===== src/common/ssq_pkg.sv =====
package ssq_pkg;

	// ----------------------------------------
	// Pin synchroniser lanes
	// ----------------------------------------
	localparam int PIN_COUNT = 5;
	localparam int PIN_SCLK = 0;
	localparam int PIN_DIN = 1;
	localparam int PIN_CS_N = 2;
	localparam int PIN_SHUTDOWN_N_N = 3;
	localparam int PIN_COMP = 4;
	// Idle levels: shift clock low, chip select high, shutdown released
	localparam logic [4:0] PIN_IDLE = 5'h0C;

	// ----------------------------------------
	// Control byte layout and counts
	// ----------------------------------------
	localparam logic [3:0] CTRL_BITS = 4'h8;
	localparam logic [3:0] TRACK_AFTER_BIT = 4'h5;
	localparam logic [3:0] COUNT_RESET = 4'h0;
	localparam logic [3:0] COUNT_FIRST = 4'h1;
	localparam int POS_PICK_HI = 6;
	localparam int POS_PICK_LO = 4;
	localparam int POS_POLARITY = 3;
	localparam int POS_PAIRING = 2;
	localparam int POS_POWER_HI = 1;
	localparam int POS_POWER_LO = 0;
	localparam logic [7:0] SHIFT_RESET = 8'h00;
	localparam logic [7:0] SHIFT_START = 8'h80;

	// ----------------------------------------
	// Conversion timing in shift-clock falls after hold
	// ----------------------------------------
	localparam logic [4:0] FALL_RESET = 5'h00;
	localparam logic [4:0] FALL_STROBE_END = 5'h01;
	localparam logic [4:0] FALL_FIRST_DECISION = 5'h03;
	localparam logic [4:0] FALL_OVERLAP = 5'h08;
	localparam logic [4:0] FALL_LAST_DECISION = 5'h0E;

	// ----------------------------------------
	// Approximation register
	// ----------------------------------------
	localparam int DECISIONS = 12;
	localparam logic [11:0] SAR_FIRST_TRIAL = 12'h800;
	localparam logic [11:0] SAR_RESET = 12'h000;

	// ----------------------------------------
	// Power modes
	// ----------------------------------------
	localparam logic [1:0] POWER_DEEP_SLEEP = 2'h0;
	localparam logic [1:0] POWER_QUICK_SLEEP = 2'h1;
	localparam logic [1:0] POWER_LOW_POWER_RUN = 2'h2;
	localparam logic [1:0] POWER_NORMAL = 2'h3;

	// ----------------------------------------
	// Input legs: channels 0..3, bit 4 is the common return
	// ----------------------------------------
	localparam logic [3:0] LEG_CH0 = 4'h1;
	localparam logic [3:0] LEG_CH1 = 4'h2;
	localparam logic [3:0] LEG_CH2 = 4'h4;
	localparam logic [3:0] LEG_CH3 = 4'h8;
	localparam logic [4:0] NEG_COMMON = 5'h10;
	localparam logic [4:0] NEG_CH0 = 5'h01;
	localparam logic [4:0] NEG_CH1 = 5'h02;
	localparam logic [4:0] NEG_CH2 = 5'h04;
	localparam logic [4:0] NEG_CH3 = 5'h08;

	// ----------------------------------------
	// State encodings
	// ----------------------------------------
	typedef enum logic [1:0] {
		CTRL_WAIT = 2'b01,
		CTRL_SHIFT = 2'b10
	} ssq_ctrl_type;

	typedef enum logic [1:0] {
		CONV_IDLE = 2'b01,
		CONV_RUN = 2'b10
	} ssq_conv_type;

endpackage : ssq_pkg


===== src/common/ssq_sar_if.sv =====
interface ssq_sar_if;
	logic clear;
	logic step;
	logic comparator;
	logic [11:0] trial_code;

	modport engine (
		input clear,
		input step,
		input comparator,
		output trial_code
	);

	modport seq (
		output clear,
		output step,
		output comparator,
		input trial_code
	);
endinterface : ssq_sar_if


===== src/verilog/ssq_sar.sv =====
module ssq_sar
	import ssq_pkg::*;
(
	// Clock and reset
	input wire logic clock,
	input wire logic nrst,
	// Sequencer side
	ssq_sar_if.engine bus
);

	logic [11:0] code;
	logic [11:0] mask;

	// Keep the trial bit when the comparator says input is above it
	wire [11:0] kept = bus.comparator ? code : (code & ~mask);
	wire [11:0] next_code = kept | (mask >> 1);
	wire [11:0] next_mask = mask >> 1;

	assign bus.trial_code = code;

	always_ff @(posedge clock) begin
		if (!nrst) begin
			code <= SAR_RESET;
			mask <= SAR_RESET;
		end else if (bus.clear) begin
			code <= SAR_FIRST_TRIAL;
			mask <= SAR_FIRST_TRIAL;
		end else if (bus.step) begin
			code <= next_code;
			mask <= next_mask;
		end
	end

endmodule : ssq_sar


===== src/verilog/ssq_sequencer.sv =====
// How it works
// - First one bit after chip select falls is the start bit; falling select starts nothing.
// - Zero bits before the start bit are ignored without any state change.
// - Each rising shift-clock edge with select low captures one input bit, from the start bit to the eighth.
// - Tracking is on whenever no conversion runs; the falling edge after the fifth control bit does not start it early.
// - Hold and conversion begin on the falling edge after the eighth control bit.
// - Single-ended uses common return; differential draws legs from fixed pairs.
// - Single-ended picks 001,101,010,110 select channels 0,1,2,3 against common.
// - Differential picks 001,010,101,110 give 0/1, 2/3, 1/0, 3/2 legs.
// - Strobe is high for one shift-clock period right after the control byte.
// - Twelve approximation decisions, one per falling edge, shown MSB first on output.
// - Read bytes carry three zeros, twelve result bits, one zero.
// - Unipolar result is straight binary, bipolar result is two's complement.
// - Select high floats data and strobe; after select falls strobe drives low.
// - A new start bit is taken once result bit six has been shifted out.
// - A started conversion always completes unless shutdown is asserted.
// - With select held low a conversion can follow every 16 shift clocks.
// - At conversion end the hold capacitor reconnects to the positive leg.
// - Control byte: start, three pick bits, polarity, pairing, two power bits.
// - Polarity one is unipolar; pairing one is single-ended, zero differential.
// - Power mode applies after the conversion ends if no control byte is shifting in then; shutdown acts at once.
// - After reset: normal mode, strobe low, zeros on the data output.
module ssq_sequencer
	import ssq_pkg::*;
(
	// Clock and reset
	input wire logic clock,
	input wire logic nrst,
	// Serial pins from the host
	input wire logic cs_n,
	input wire logic sclk,
	input wire logic din,
	// Serial pins to the host
	output logic dout,
	output logic dout_oe,
	output logic serial_strobe,
	output logic serial_strobe_oe,
	// Hardware shutdown pin
	input wire logic shutdown_n,
	// Analog front end
	input wire logic comparator_high,
	output logic [11:0] dac_code,
	output logic [3:0] positive_leg,
	output logic [4:0] negative_leg,
	output logic track_enable,
	output logic converting,
	// Status
	output logic [1:0] power_mode,
	output logic shutdown_active,
	output logic pick_invalid,
	output logic [11:0] last_result,
	output logic result_valid
);

	// ----------------------------------------
	// Leg decode
	// ----------------------------------------
	function automatic logic [9:0] leg_decode(input logic [2:0] pick, input logic single);
		logic [9:0] legs;
		legs = {1'b1, LEG_CH0, single ? NEG_COMMON : NEG_CH1};
		if (single) begin
			unique case (pick)
				3'h1: legs = {1'b0, LEG_CH0, NEG_COMMON};
				3'h5: legs = {1'b0, LEG_CH1, NEG_COMMON};
				3'h2: legs = {1'b0, LEG_CH2, NEG_COMMON};
				3'h6: legs = {1'b0, LEG_CH3, NEG_COMMON};
				default: legs = {1'b1, LEG_CH0, NEG_COMMON};
			endcase
		end else begin
			unique case (pick)
				3'h1: legs = {1'b0, LEG_CH0, NEG_CH1};
				3'h2: legs = {1'b0, LEG_CH2, NEG_CH3};
				3'h5: legs = {1'b0, LEG_CH1, NEG_CH0};
				3'h6: legs = {1'b0, LEG_CH3, NEG_CH2};
				default: legs = {1'b1, LEG_CH0, NEG_CH1};
			endcase
		end
		return legs;
	endfunction : leg_decode

	// ----------------------------------------
	// Pin synchronisers
	// ----------------------------------------
	logic [PIN_COUNT-1:0] pins;
	wire [PIN_COUNT-1:0] pins_raw = {comparator_high, shutdown_n, cs_n, din, sclk};

	ssq_sync u_sync (
		.clock(clock),
		.nrst(nrst),
		.pins_raw(pins_raw),
		.pins(pins)
	);

	wire sclk_s = pins[PIN_SCLK];
	wire din_s = pins[PIN_DIN];
	wire cs_n_s = pins[PIN_CS_N];
	wire shutdown_n_n_s = pins[PIN_SHUTDOWN_N_N];
	wire comp_s = pins[PIN_COMP];

	// ----------------------------------------
	// Edge detection
	// ----------------------------------------
	logic sclk_prev;
	logic cs_n_prev;

	always_ff @(posedge clock) begin
		if (!nrst) begin
			sclk_prev <= PIN_IDLE[PIN_SCLK];
			cs_n_prev <= PIN_IDLE[PIN_CS_N];
		end else begin
			sclk_prev <= sclk_s;
			cs_n_prev <= cs_n_s;
		end
	end

	wire sclk_rise = sclk_s & ~sclk_prev;
	wire sclk_fall = ~sclk_s & sclk_prev;
	wire cs_fall = ~cs_n_s & cs_n_prev;
	wire halt = ~shutdown_n_n_s;

	// ----------------------------------------
	// State
	// ----------------------------------------
	ssq_ctrl_type ctrl_state;
	ssq_conv_type conv_state;
	logic [3:0] bit_count;
	logic [7:0] shift_reg;
	logic [7:0] config_byte;
	logic [4:0] fall_count;
	logic [11:0] result_shift;

	// ----------------------------------------
	// Decoding
	// ----------------------------------------
	wire running = conv_state == CONV_RUN;
	wire shifting = ctrl_state == CTRL_SHIFT;
	wire shift_edge = sclk_rise & ~cs_n_s;
	wire start_ok = ~running | (fall_count >= FALL_OVERLAP);
	wire take_start = shift_edge & ~shifting & din_s & start_ok & ~halt;
	wire take_bit = shift_edge & shifting & (bit_count != CTRL_BITS);
	wire byte_done = shifting & (bit_count == CTRL_BITS);
	wire launch = sclk_fall & byte_done & ~cs_n_s & ~halt;
	wire track_edge = sclk_fall & shifting & (bit_count == TRACK_AFTER_BIT);
	wire [2:0] bit_index = 3'(CTRL_BITS - COUNT_FIRST - bit_count);

	// ----------------------------------------
	// Conversion timing
	// ----------------------------------------
	wire [4:0] next_fall = 5'(fall_count + 5'h01);
	wire conv_fall = sclk_fall & running & ~halt;
	wire in_window = (next_fall >= FALL_FIRST_DECISION) & (next_fall <= FALL_LAST_DECISION);
	wire decide = conv_fall & in_window;
	wire finish = conv_fall & (next_fall == FALL_LAST_DECISION);
	wire strobe_end = conv_fall & (next_fall == FALL_STROBE_END);
	wire power_apply = finish & ~shifting;
	wire pick_live = shifting | running;

	// ----------------------------------------
	// Result and leg selection
	// ----------------------------------------
	wire bipolar = ~config_byte[POS_POLARITY];
	wire first_decision = next_fall == FALL_FIRST_DECISION;
	wire result_bit = comp_s ^ (bipolar & first_decision);
	wire [7:0] leg_source = running ? config_byte : shift_reg;
	wire [9:0] legs = leg_decode(leg_source[POS_PICK_HI:POS_PICK_LO], leg_source[POS_PAIRING]);
	wire [11:0] next_result = {result_shift[10:0], result_bit};
	wire [1:0] chosen_power = config_byte[POS_POWER_HI:POS_POWER_LO];

	// ----------------------------------------
	// Control byte reception
	// ----------------------------------------
	always_ff @(posedge clock) begin
		if (!nrst || halt || cs_n_s || launch) begin
			ctrl_state <= CTRL_WAIT;
		end else if (take_start) begin
			ctrl_state <= CTRL_SHIFT;
		end
	end

	always_ff @(posedge clock) begin
		if (!nrst || halt || cs_n_s || launch) begin
			bit_count <= COUNT_RESET;
		end else if (take_start) begin
			bit_count <= COUNT_FIRST;
		end else if (take_bit) begin
			bit_count <= 4'(bit_count + COUNT_FIRST);
		end
	end

	// Bits land at their final position so fields are usable early
	always_ff @(posedge clock) begin
		if (!nrst || halt) begin
			shift_reg <= SHIFT_RESET;
		end else if (take_start) begin
			shift_reg <= SHIFT_START;
		end else if (take_bit) begin
			shift_reg[bit_index] <= din_s;
		end
	end

	// ----------------------------------------
	// Conversion sequencing
	// ----------------------------------------
	always_ff @(posedge clock) begin
		if (!nrst || halt) begin
			conv_state <= CONV_IDLE;
		end else if (launch) begin
			conv_state <= CONV_RUN;
		end else if (finish) begin
			conv_state <= CONV_IDLE;
		end
	end

	always_ff @(posedge clock) begin
		if (!nrst || halt || launch) begin
			fall_count <= FALL_RESET;
		end else if (conv_fall) begin
			fall_count <= next_fall;
		end
	end

	always_ff @(posedge clock) begin
		if (!nrst) begin
			config_byte <= SHIFT_RESET;
		end else if (launch) begin
			config_byte <= shift_reg;
		end
	end

	// ----------------------------------------
	// Track and hold
	// ----------------------------------------
	always_ff @(posedge clock) begin
		if (!nrst || halt) begin
			track_enable <= 1'b1;
		end else if (launch) begin
			track_enable <= 1'b0;
		end else if (finish) begin
			track_enable <= 1'b1;
		end else if (track_edge && !running) begin
			track_enable <= 1'b1;
		end
	end

	assign converting = running;

	// ----------------------------------------
	// Input legs
	// ----------------------------------------
	always_ff @(posedge clock) begin
		if (!nrst) begin
			positive_leg <= LEG_CH0;
			negative_leg <= NEG_CH1;
			pick_invalid <= 1'b0;
		end else begin
			positive_leg <= legs[8:5];
			negative_leg <= legs[4:0];
			pick_invalid <= legs[9] & pick_live;
		end
	end

	// ----------------------------------------
	// Approximation engine
	// ----------------------------------------
	ssq_sar_if sar_bus ();

	assign sar_bus.clear = launch | halt;
	assign sar_bus.step = decide;
	assign sar_bus.comparator = comp_s;
	assign dac_code = sar_bus.trial_code;

	ssq_sar u_sar (
		.clock(clock),
		.nrst(nrst),
		.bus(sar_bus)
	);

	// ----------------------------------------
	// Serial outputs
	// ----------------------------------------
	always_ff @(posedge clock) begin
		if (!nrst || halt) begin
			dout <= 1'b0;
		end else if (sclk_fall) begin
			dout <= decide ? result_bit : 1'b0;
		end
	end

	always_ff @(posedge clock) begin
		if (!nrst || halt || cs_fall) begin
			serial_strobe <= 1'b0;
		end else if (launch) begin
			serial_strobe <= 1'b1;
		end else if (strobe_end) begin
			serial_strobe <= 1'b0;
		end
	end

	assign dout_oe = ~cs_n_s;
	assign serial_strobe_oe = ~cs_n_s;

	// ----------------------------------------
	// Result capture
	// ----------------------------------------
	always_ff @(posedge clock) begin
		if (!nrst || halt || launch) begin
			result_shift <= SAR_RESET;
		end else if (decide) begin
			result_shift <= next_result;
		end
	end

	always_ff @(posedge clock) begin
		if (!nrst) begin
			last_result <= SAR_RESET;
			result_valid <= 1'b0;
		end else begin
			result_valid <= finish;
			if (finish) begin
				last_result <= next_result;
			end
		end
	end

	// ----------------------------------------
	// Power mode
	// ----------------------------------------
	always_ff @(posedge clock) begin
		if (!nrst) begin
			power_mode <= POWER_NORMAL;
		end else if (take_start) begin
			power_mode <= POWER_NORMAL;
		end else if (power_apply) begin
			power_mode <= chosen_power;
		end
	end

	assign shutdown_active = halt;

endmodule : ssq_sequencer


===== src/verilog/ssq_sync.sv =====
module ssq_sync
	import ssq_pkg::*;
(
	// Clock and reset
	input wire logic clock,
	input wire logic nrst,
	// Raw pins and filtered levels
	input wire logic [PIN_COUNT-1:0] pins_raw,
	output logic [PIN_COUNT-1:0] pins
);

	logic [PIN_COUNT-1:0] stage1;
	logic [PIN_COUNT-1:0] stage2;
	logic [PIN_COUNT-1:0] stage3;

	// Level changes once stages two and three agree
	wire [PIN_COUNT-1:0] next_pins = (stage2 & stage3) | (pins & (stage2 | stage3));

	always_ff @(posedge clock) begin
		if (!nrst) begin
			stage1 <= PIN_IDLE;
			stage2 <= PIN_IDLE;
			stage3 <= PIN_IDLE;
			pins <= PIN_IDLE;
		end else begin
			stage1 <= pins_raw;
			stage2 <= stage1;
			stage3 <= stage2;
			pins <= next_pins;
		end
	end

endmodule : ssq_sync

===== config.mk =====
export PLATFORM = sky130hd
export DESIGN_NAME = ssq_sequencer
export DESIGN_NICKNAME = d
export VERILOG_FILES = /design/src/common/ssq_pkg.sv /design/src/common/ssq_sar_if.sv /design/src/verilog/ssq_sar.sv /design/src/verilog/ssq_sequencer.sv /design/src/verilog/ssq_sync.sv
export SDC_FILE = /design/constraint.sdc
export NUM_CORES = 1
export LEC_CHECK = 0
export BUFFER_PORTS_ARGS = -buffer_cell sky130_fd_sc_hd__buf_2
export CELL_PAD_IN_SITES_DETAIL_PLACEMENT = 0
export CELL_PAD_IN_SITES_GLOBAL_PLACEMENT = 1
export CORE_UTILIZATION = 30
export DETAILED_ROUTE_END_ITERATION = 12
export GPL_TIMING_DRIVEN = 0
export PLACE_DENSITY = 0.62
export SKIP_LAST_GASP = 1
export SLEW_MARGIN = 10
export SYNTH_ARGS = -nofsm -noshare
export SYNTH_HDL_FRONTEND = slang
export SYNTH_HIERARCHICAL = 1
export SYNTH_SLANG_ARGS = --single-unit

===== constraint.sdc =====
create_clock -name clock -period 6.7 [get_ports clock]
set_input_delay 1.005 -clock clock [delete_from_list [all_inputs] [get_ports clock]]
set_output_delay 1.005 -clock clock [all_outputs]
set_load 0.005 [all_outputs]

After elaboration in Yosys (flattened, before gate mapping)
Cells that the tools add are included.

Bits in registers: 113. Bits of input ports: 7. Output and inout port bits: 44. Logic and storage cells: 134.

Add/sub/neg operators: 3. Order comparisons: 5. Eq/ne operators: 12. Muxes and demuxes: 24. Bitwise gates (word level): 44. Reductions and logical operators: 18.

Operators with widths (count): $pmux 10 s4 (2); $mux 12 (5); $and 1x1->1 (25); $mux 8 (2); $and 12x12->12 (1); $not 12->12 (1); $or 12x11->12 (1); $and 5x5->5 (2); $mux 10 (1); $or 5x5->5 (2); $mux 1 (9); $bwmux 8 (1); $not 1->1 (8); $reduce_bool 2->1 (4); $reduce_or 2->1 (4); $mux 7 (1); $eq 3x3->1 const B (2); $add 5x1->5 const B (1); $eq 5x1->1 const B (1); $eq 5x2->1 const B (1); $eq 5x4->1 const B (1); $ge 5x2->1 const B (1); $ge 5x4->1 const B (1); $le 5x4->1 const B (1); other kinds (18) (28).

Logic depth before layout (Yosys ltp)
Depth in word-level cells: 8. Mapped depth: 11.

Hierarchy
Netlist, hierarchy kept.

Modules (own cells, without submodules): ssq_sequencer (times used 1, cells each 323, area an instance 2982.9 um^2, sequential area each 1361.3 um^2); ssq_sar (times used 1, cells each 93, area an instance 974.7 um^2, sequential area each 480.5 um^2); ssq_sync (times used 1, cells each 52, area an instance 594.3 um^2, sequential area each 400.4 um^2).

Least setup slack after synthesis
Ideal clock, no wire load.

Path kind: flip-flop to flip-flop. Start point: register fall_count[0]. End point: register u_sar.code[0], in the netlist u_sar/bus.trial_code[0]. Library setup time: 0.088 ns. Arrival: 2.250 ns. Slack: 4.362 ns. Stages on the path, launching flop included: 12. Buffers on the path: 4. Cells stage by stage: dfxtp_1 -> ha_1 -> or2_2 -> o21ai_0 -> o2111ai_1 -> and3_1 -> buf_6 -> buf_12 -> buf_6 -> nor2b_4 -> buf_6 -> a311oi_2.

Longest elaborated chain between the ends: 4. Elaborated cells on any way between the ends: 5. Those cells by class: add/sub (1); order compare (2); bitwise (2).

RTL lines: from (decl) (RTL line ssq_sequencer.sv:129) `logic [4:0] fall_count;`; from (signal assigned) (RTL line ssq_sequencer.sv:218) `fall_count <= next_fall;`; $add 5x1->5 * (RTL line ssq_sequencer.sv:149) `wire [4:0] next_fall = 5'(fall_count + 5'h01);`; $ge 5x2->1 or $le 5x4->1 (tied branches) (RTL line ssq_sequencer.sv:151) `wire in_window = (next_fall >= FALL_FIRST_DECISION) & (next_fall <= FALL_LAST_DECISION);`; $and 1x1->1 * (RTL line ssq_sequencer.sv:151); $and 1x1->1 * (RTL line ssq_sequencer.sv:152) `wire decide = conv_fall & in_window;`; net decide (RTL line ssq_sequencer.sv:152); to (signal assigned) (RTL line ssq_sar.sv:29) `code <= next_code;`; to (decl) (RTL line ssq_sar.sv:11) `logic [11:0] code;`.

The timed path passes the listed nets; every way through them passes the cells marked *. A chain may end at the register's enable or synchronous reset.

Final worst setup path
Start point: register fall_count[0]. End point: register u_sar.code[8], in the netlist u_sar/bus.trial_code[8].

The elaborated chain is that of the path after synthesis.

==> impl_metrics.py <==
metrics = {
    "synthesis": {
        "synth-edff-count": 0,
        "synth.avg_cell_area_um2": 9.726,
        "ys_top_cells_by_area": "dfxtp_1, nand2_1, mux2i_1",
        "synthCells": 468,
        "yosysUniqueCellTypes": 59,
        "synth_largest_area_cell": "dfxtp_1",
        "netlist_area_um2": 4552,
        "synth_top_area_frac": 0.4926,
        "ys.warnings.count": 6,
        "ys_seq_area_frac": 0.4926,
        "postSynth.asyncResetShare": 0,
        "synthesis.nets": 484,
        "ys.flop_type": "dfxtp_1",
        "ys_seq_elements": 112,
    },
    "timing": {
        "period_minus_slack_ns": 2.759,
        "clock_skew_ns": 0.007054,
        "hold_viol": 0,
        "hold_ws_ns": 0.4131,
        "rsz0062_at_grt": "no",
        "max_freq_mhz": 362.4,
        "fin_tns_setup_ns": 0,
        "slew_violations": 0,
        "setup_viol_count_final": 0,
        "maxSlewHeadroom": 0.5361,
        "tightestPinTransition_ns": 0.6958,
        "fin_crit_sh": 0.4118,
    },
    "finish": {
        "postLayoutCoreUtil": 0.3657,
        "nNetsFinal": 545,
        "drive_above_1_share": 0.2060,
        "postLayoutCellArea_um2": 5355,
        "num_antenna_cells": 0,
        "synthToLayoutAreaGrowth_pct": 17.65,
    },
    "status": {
        "run_status": "finished clean",
    },
    "clock_tree": {
        "clock_sinks": 112,
        "tritoncts": "done",
        "cts_hold_buf": 0,
        "cts_buffer_depth": 2,
        "cts_resized": 0,
        "insertion_delay_ns": 0.35,
        "h-tree-depth": 3,
        "post-cts-setup-buffers": 0,
        "cts_buffers": 9,
        "path_clk_slew_ns": 0.07,
        "root_buffer": "clkbuf_16",
    },
    "power": {
        "p_leak_nw": 1.996,
        "total_power_mw": 1.269,
        "powerDensity_nw_per_um2": 237.0,
        "vdd_drop_max_mv": 0.1254,
    },
    "floorplan": {
        "die-area_um2": 15670,
        "initial_core_util": 0.3108,
        "die_y_um": 125.2,
        "top_level_ports": 51,
        "core_area_um2": 14640,
        "rows": 44,
        "die_w_um": 125.2,
    },
    "detailed_routing": {
        "drcViolationCount": 0,
        "antenna_left": 0,
        "drtIter0Drc": 202,
        "wl_um": 10240,
        "drtPass1Iterations": 8,
        "num_vias": 3370,
        "wl_per_cell_um": 14.26,
        "via_per_inst": 4.694,
    },
    "flow_run": {
        "maxCapViolCount": 0,
    },
    "place": {
        "io_buffers": 50,
        "place_congestion": 0.7728,
        "place_area_um2": 5032,
        "hpwl_um": 7342,
    },
    "global_routing": {
        "overflow": 0,
        "grt.total_usage": 0.1385,
        "grt_pass1_vias": 3250,
        "antenna_found_initial": 0,
        "grt_max_degree": 18,
        "grt_pass1_wl_um": 17090,
    },
    "critical_path": {
        "crit_arrival_ns": 3.01,
        "cp_max_fo": 10,
        "start_kind": "register",
        "crit_path_end_kind": "register",
        "critPathRequiredTime_ns": 6.95,
        "worstSetupPathType": "reg2reg",
    },
    "min_path": {
        "hp-class": "reg2reg",
    },
}
[cells in the final DEF, fill, tap and decap left out, types with 5 or more instances in the layout]
| cell | instances |
|---|---|
| buf_2 | 57 |
| xor2_1 | 6 |
| a21oi_1 | 29 |
| a21boi_1 | 5 |
| clkbuf_1 | 8 |
| buf_6 | 5 |
| nor2_1 | 28 |
| inv_1 | 13 |
| and2_1 | 13 |
| a311oi_2 | 10 |
| nand4_1 | 6 |
| nand2_1 | 74 |
| ha_1 | 9 |
| clkbuf_16 | 9 |
| o21ai_0 | 12 |
| nor2b_1 | 5 |
| dfxtp_1 | 112 |
| nand3_1 | 8 |
| a21boi_0 | 14 |
| mux2i_1 | 21 |
| nand2b_1 | 22 |
[through the flow]
step,setup WS [ns],instances
after global placement,4.040,702
after detailed placement,3.995,702
after floorplan,4.362,468
after global routing,3.740,718
after CTS,3.959,718
final,3.941,718
[path summary, 6_finish.rpt]
check	cells past startpoint	from	endpoint	slack, ns
setup / recovery	11	fall_count[0]	u_sar/bus.trial_code[8]	3.94
hold reg to reg	1	u_sync/stage1[3]	u_sync/stage2[3]	0.41
setup reg to reg	11	fall_count[0]	u_sar/bus.trial_code[8]	3.94
hold / removal	1	u_sync/stage1[3]	u_sync/stage2[3]	0.41
[report_power, final]
group | internal, mW | leakage [nW] | switching [mW]
clock network | 0.338 | 0.152 | 0.239
logic | 0.00776 | 0.939 | 0.0148
registers | 0.669 | 0.905 | 0.00144
[critical path, cell delays in order (launching register included)]
cell	delay [ns]
dfxtp_1	0.50
ha_1	0.31
nand2_1	0.08
o21ai_0	0.33
o2111ai_1	0.25
and3_1	0.25
buf_6	0.13
buf_12	0.14
buf_6	0.14
nor2b_4	0.13
buf_6	0.16
a311oi_2	0.24
[synthesized netlist by cell type, types with 7 or more instances]
cell      instances
a311oi_2         10
inv_1            13
nand2_1          74
o21ai_0          12
buf_2             7
clkbuf_1          7
nor2_1           28
and2_1           13
mux2i_1          21
dfxtp_1         112
nand3_1           8
a21boi_0         14
ha_1              9
nand2b_1         22
a21oi_1          29
[layout make-up]
type / instances / area [um^2]
Fill cell: 1515 / 9289
Tap cell: 184 / 230.2
Inverter: 13 / 48.80
Timing Repair Buffer: 50 / 250.2
Sequential cell: 112 / 2242
Clock buffer: 11 / 242.7
Clock inverter: 5 / 80.08
Multi-Input combinational cell: 319 / 2093
Buffer: 24 / 167.7
[cell families (layout without fill, tap and decap cells)]
| group | count (synthesis) | after routing | share of synthesized area |
|---|---|---|---|
| AO/OA/AOI/OAI | 96 | 96 | 0.1630 |
| XOR/XNOR | 9 | 9 | 0.01732 |
| adder cells (fa/ha/maj) | 9 | 9 | 0.02474 |
| buffers and inverters | 37 | 103 | 0.04755 |
| flip-flops | 112 | 112 | 0.4926 |
| multiplexers | 23 | 23 | 0.05113 |
| AND/OR/NAND/NOR | 182 | 182 | 0.2037 |
[routing by layer]
layer  up-vias  GRT usage  share of wire
met5         -          0              0
met4         0    0.05595          0.016
met3        11    0.02696          0.038
met2        63     0.2175           0.44
li1       1724          -              -
met1      1572     0.1864           0.51
No activity file was read; power rests on OpenSTA's default activity.
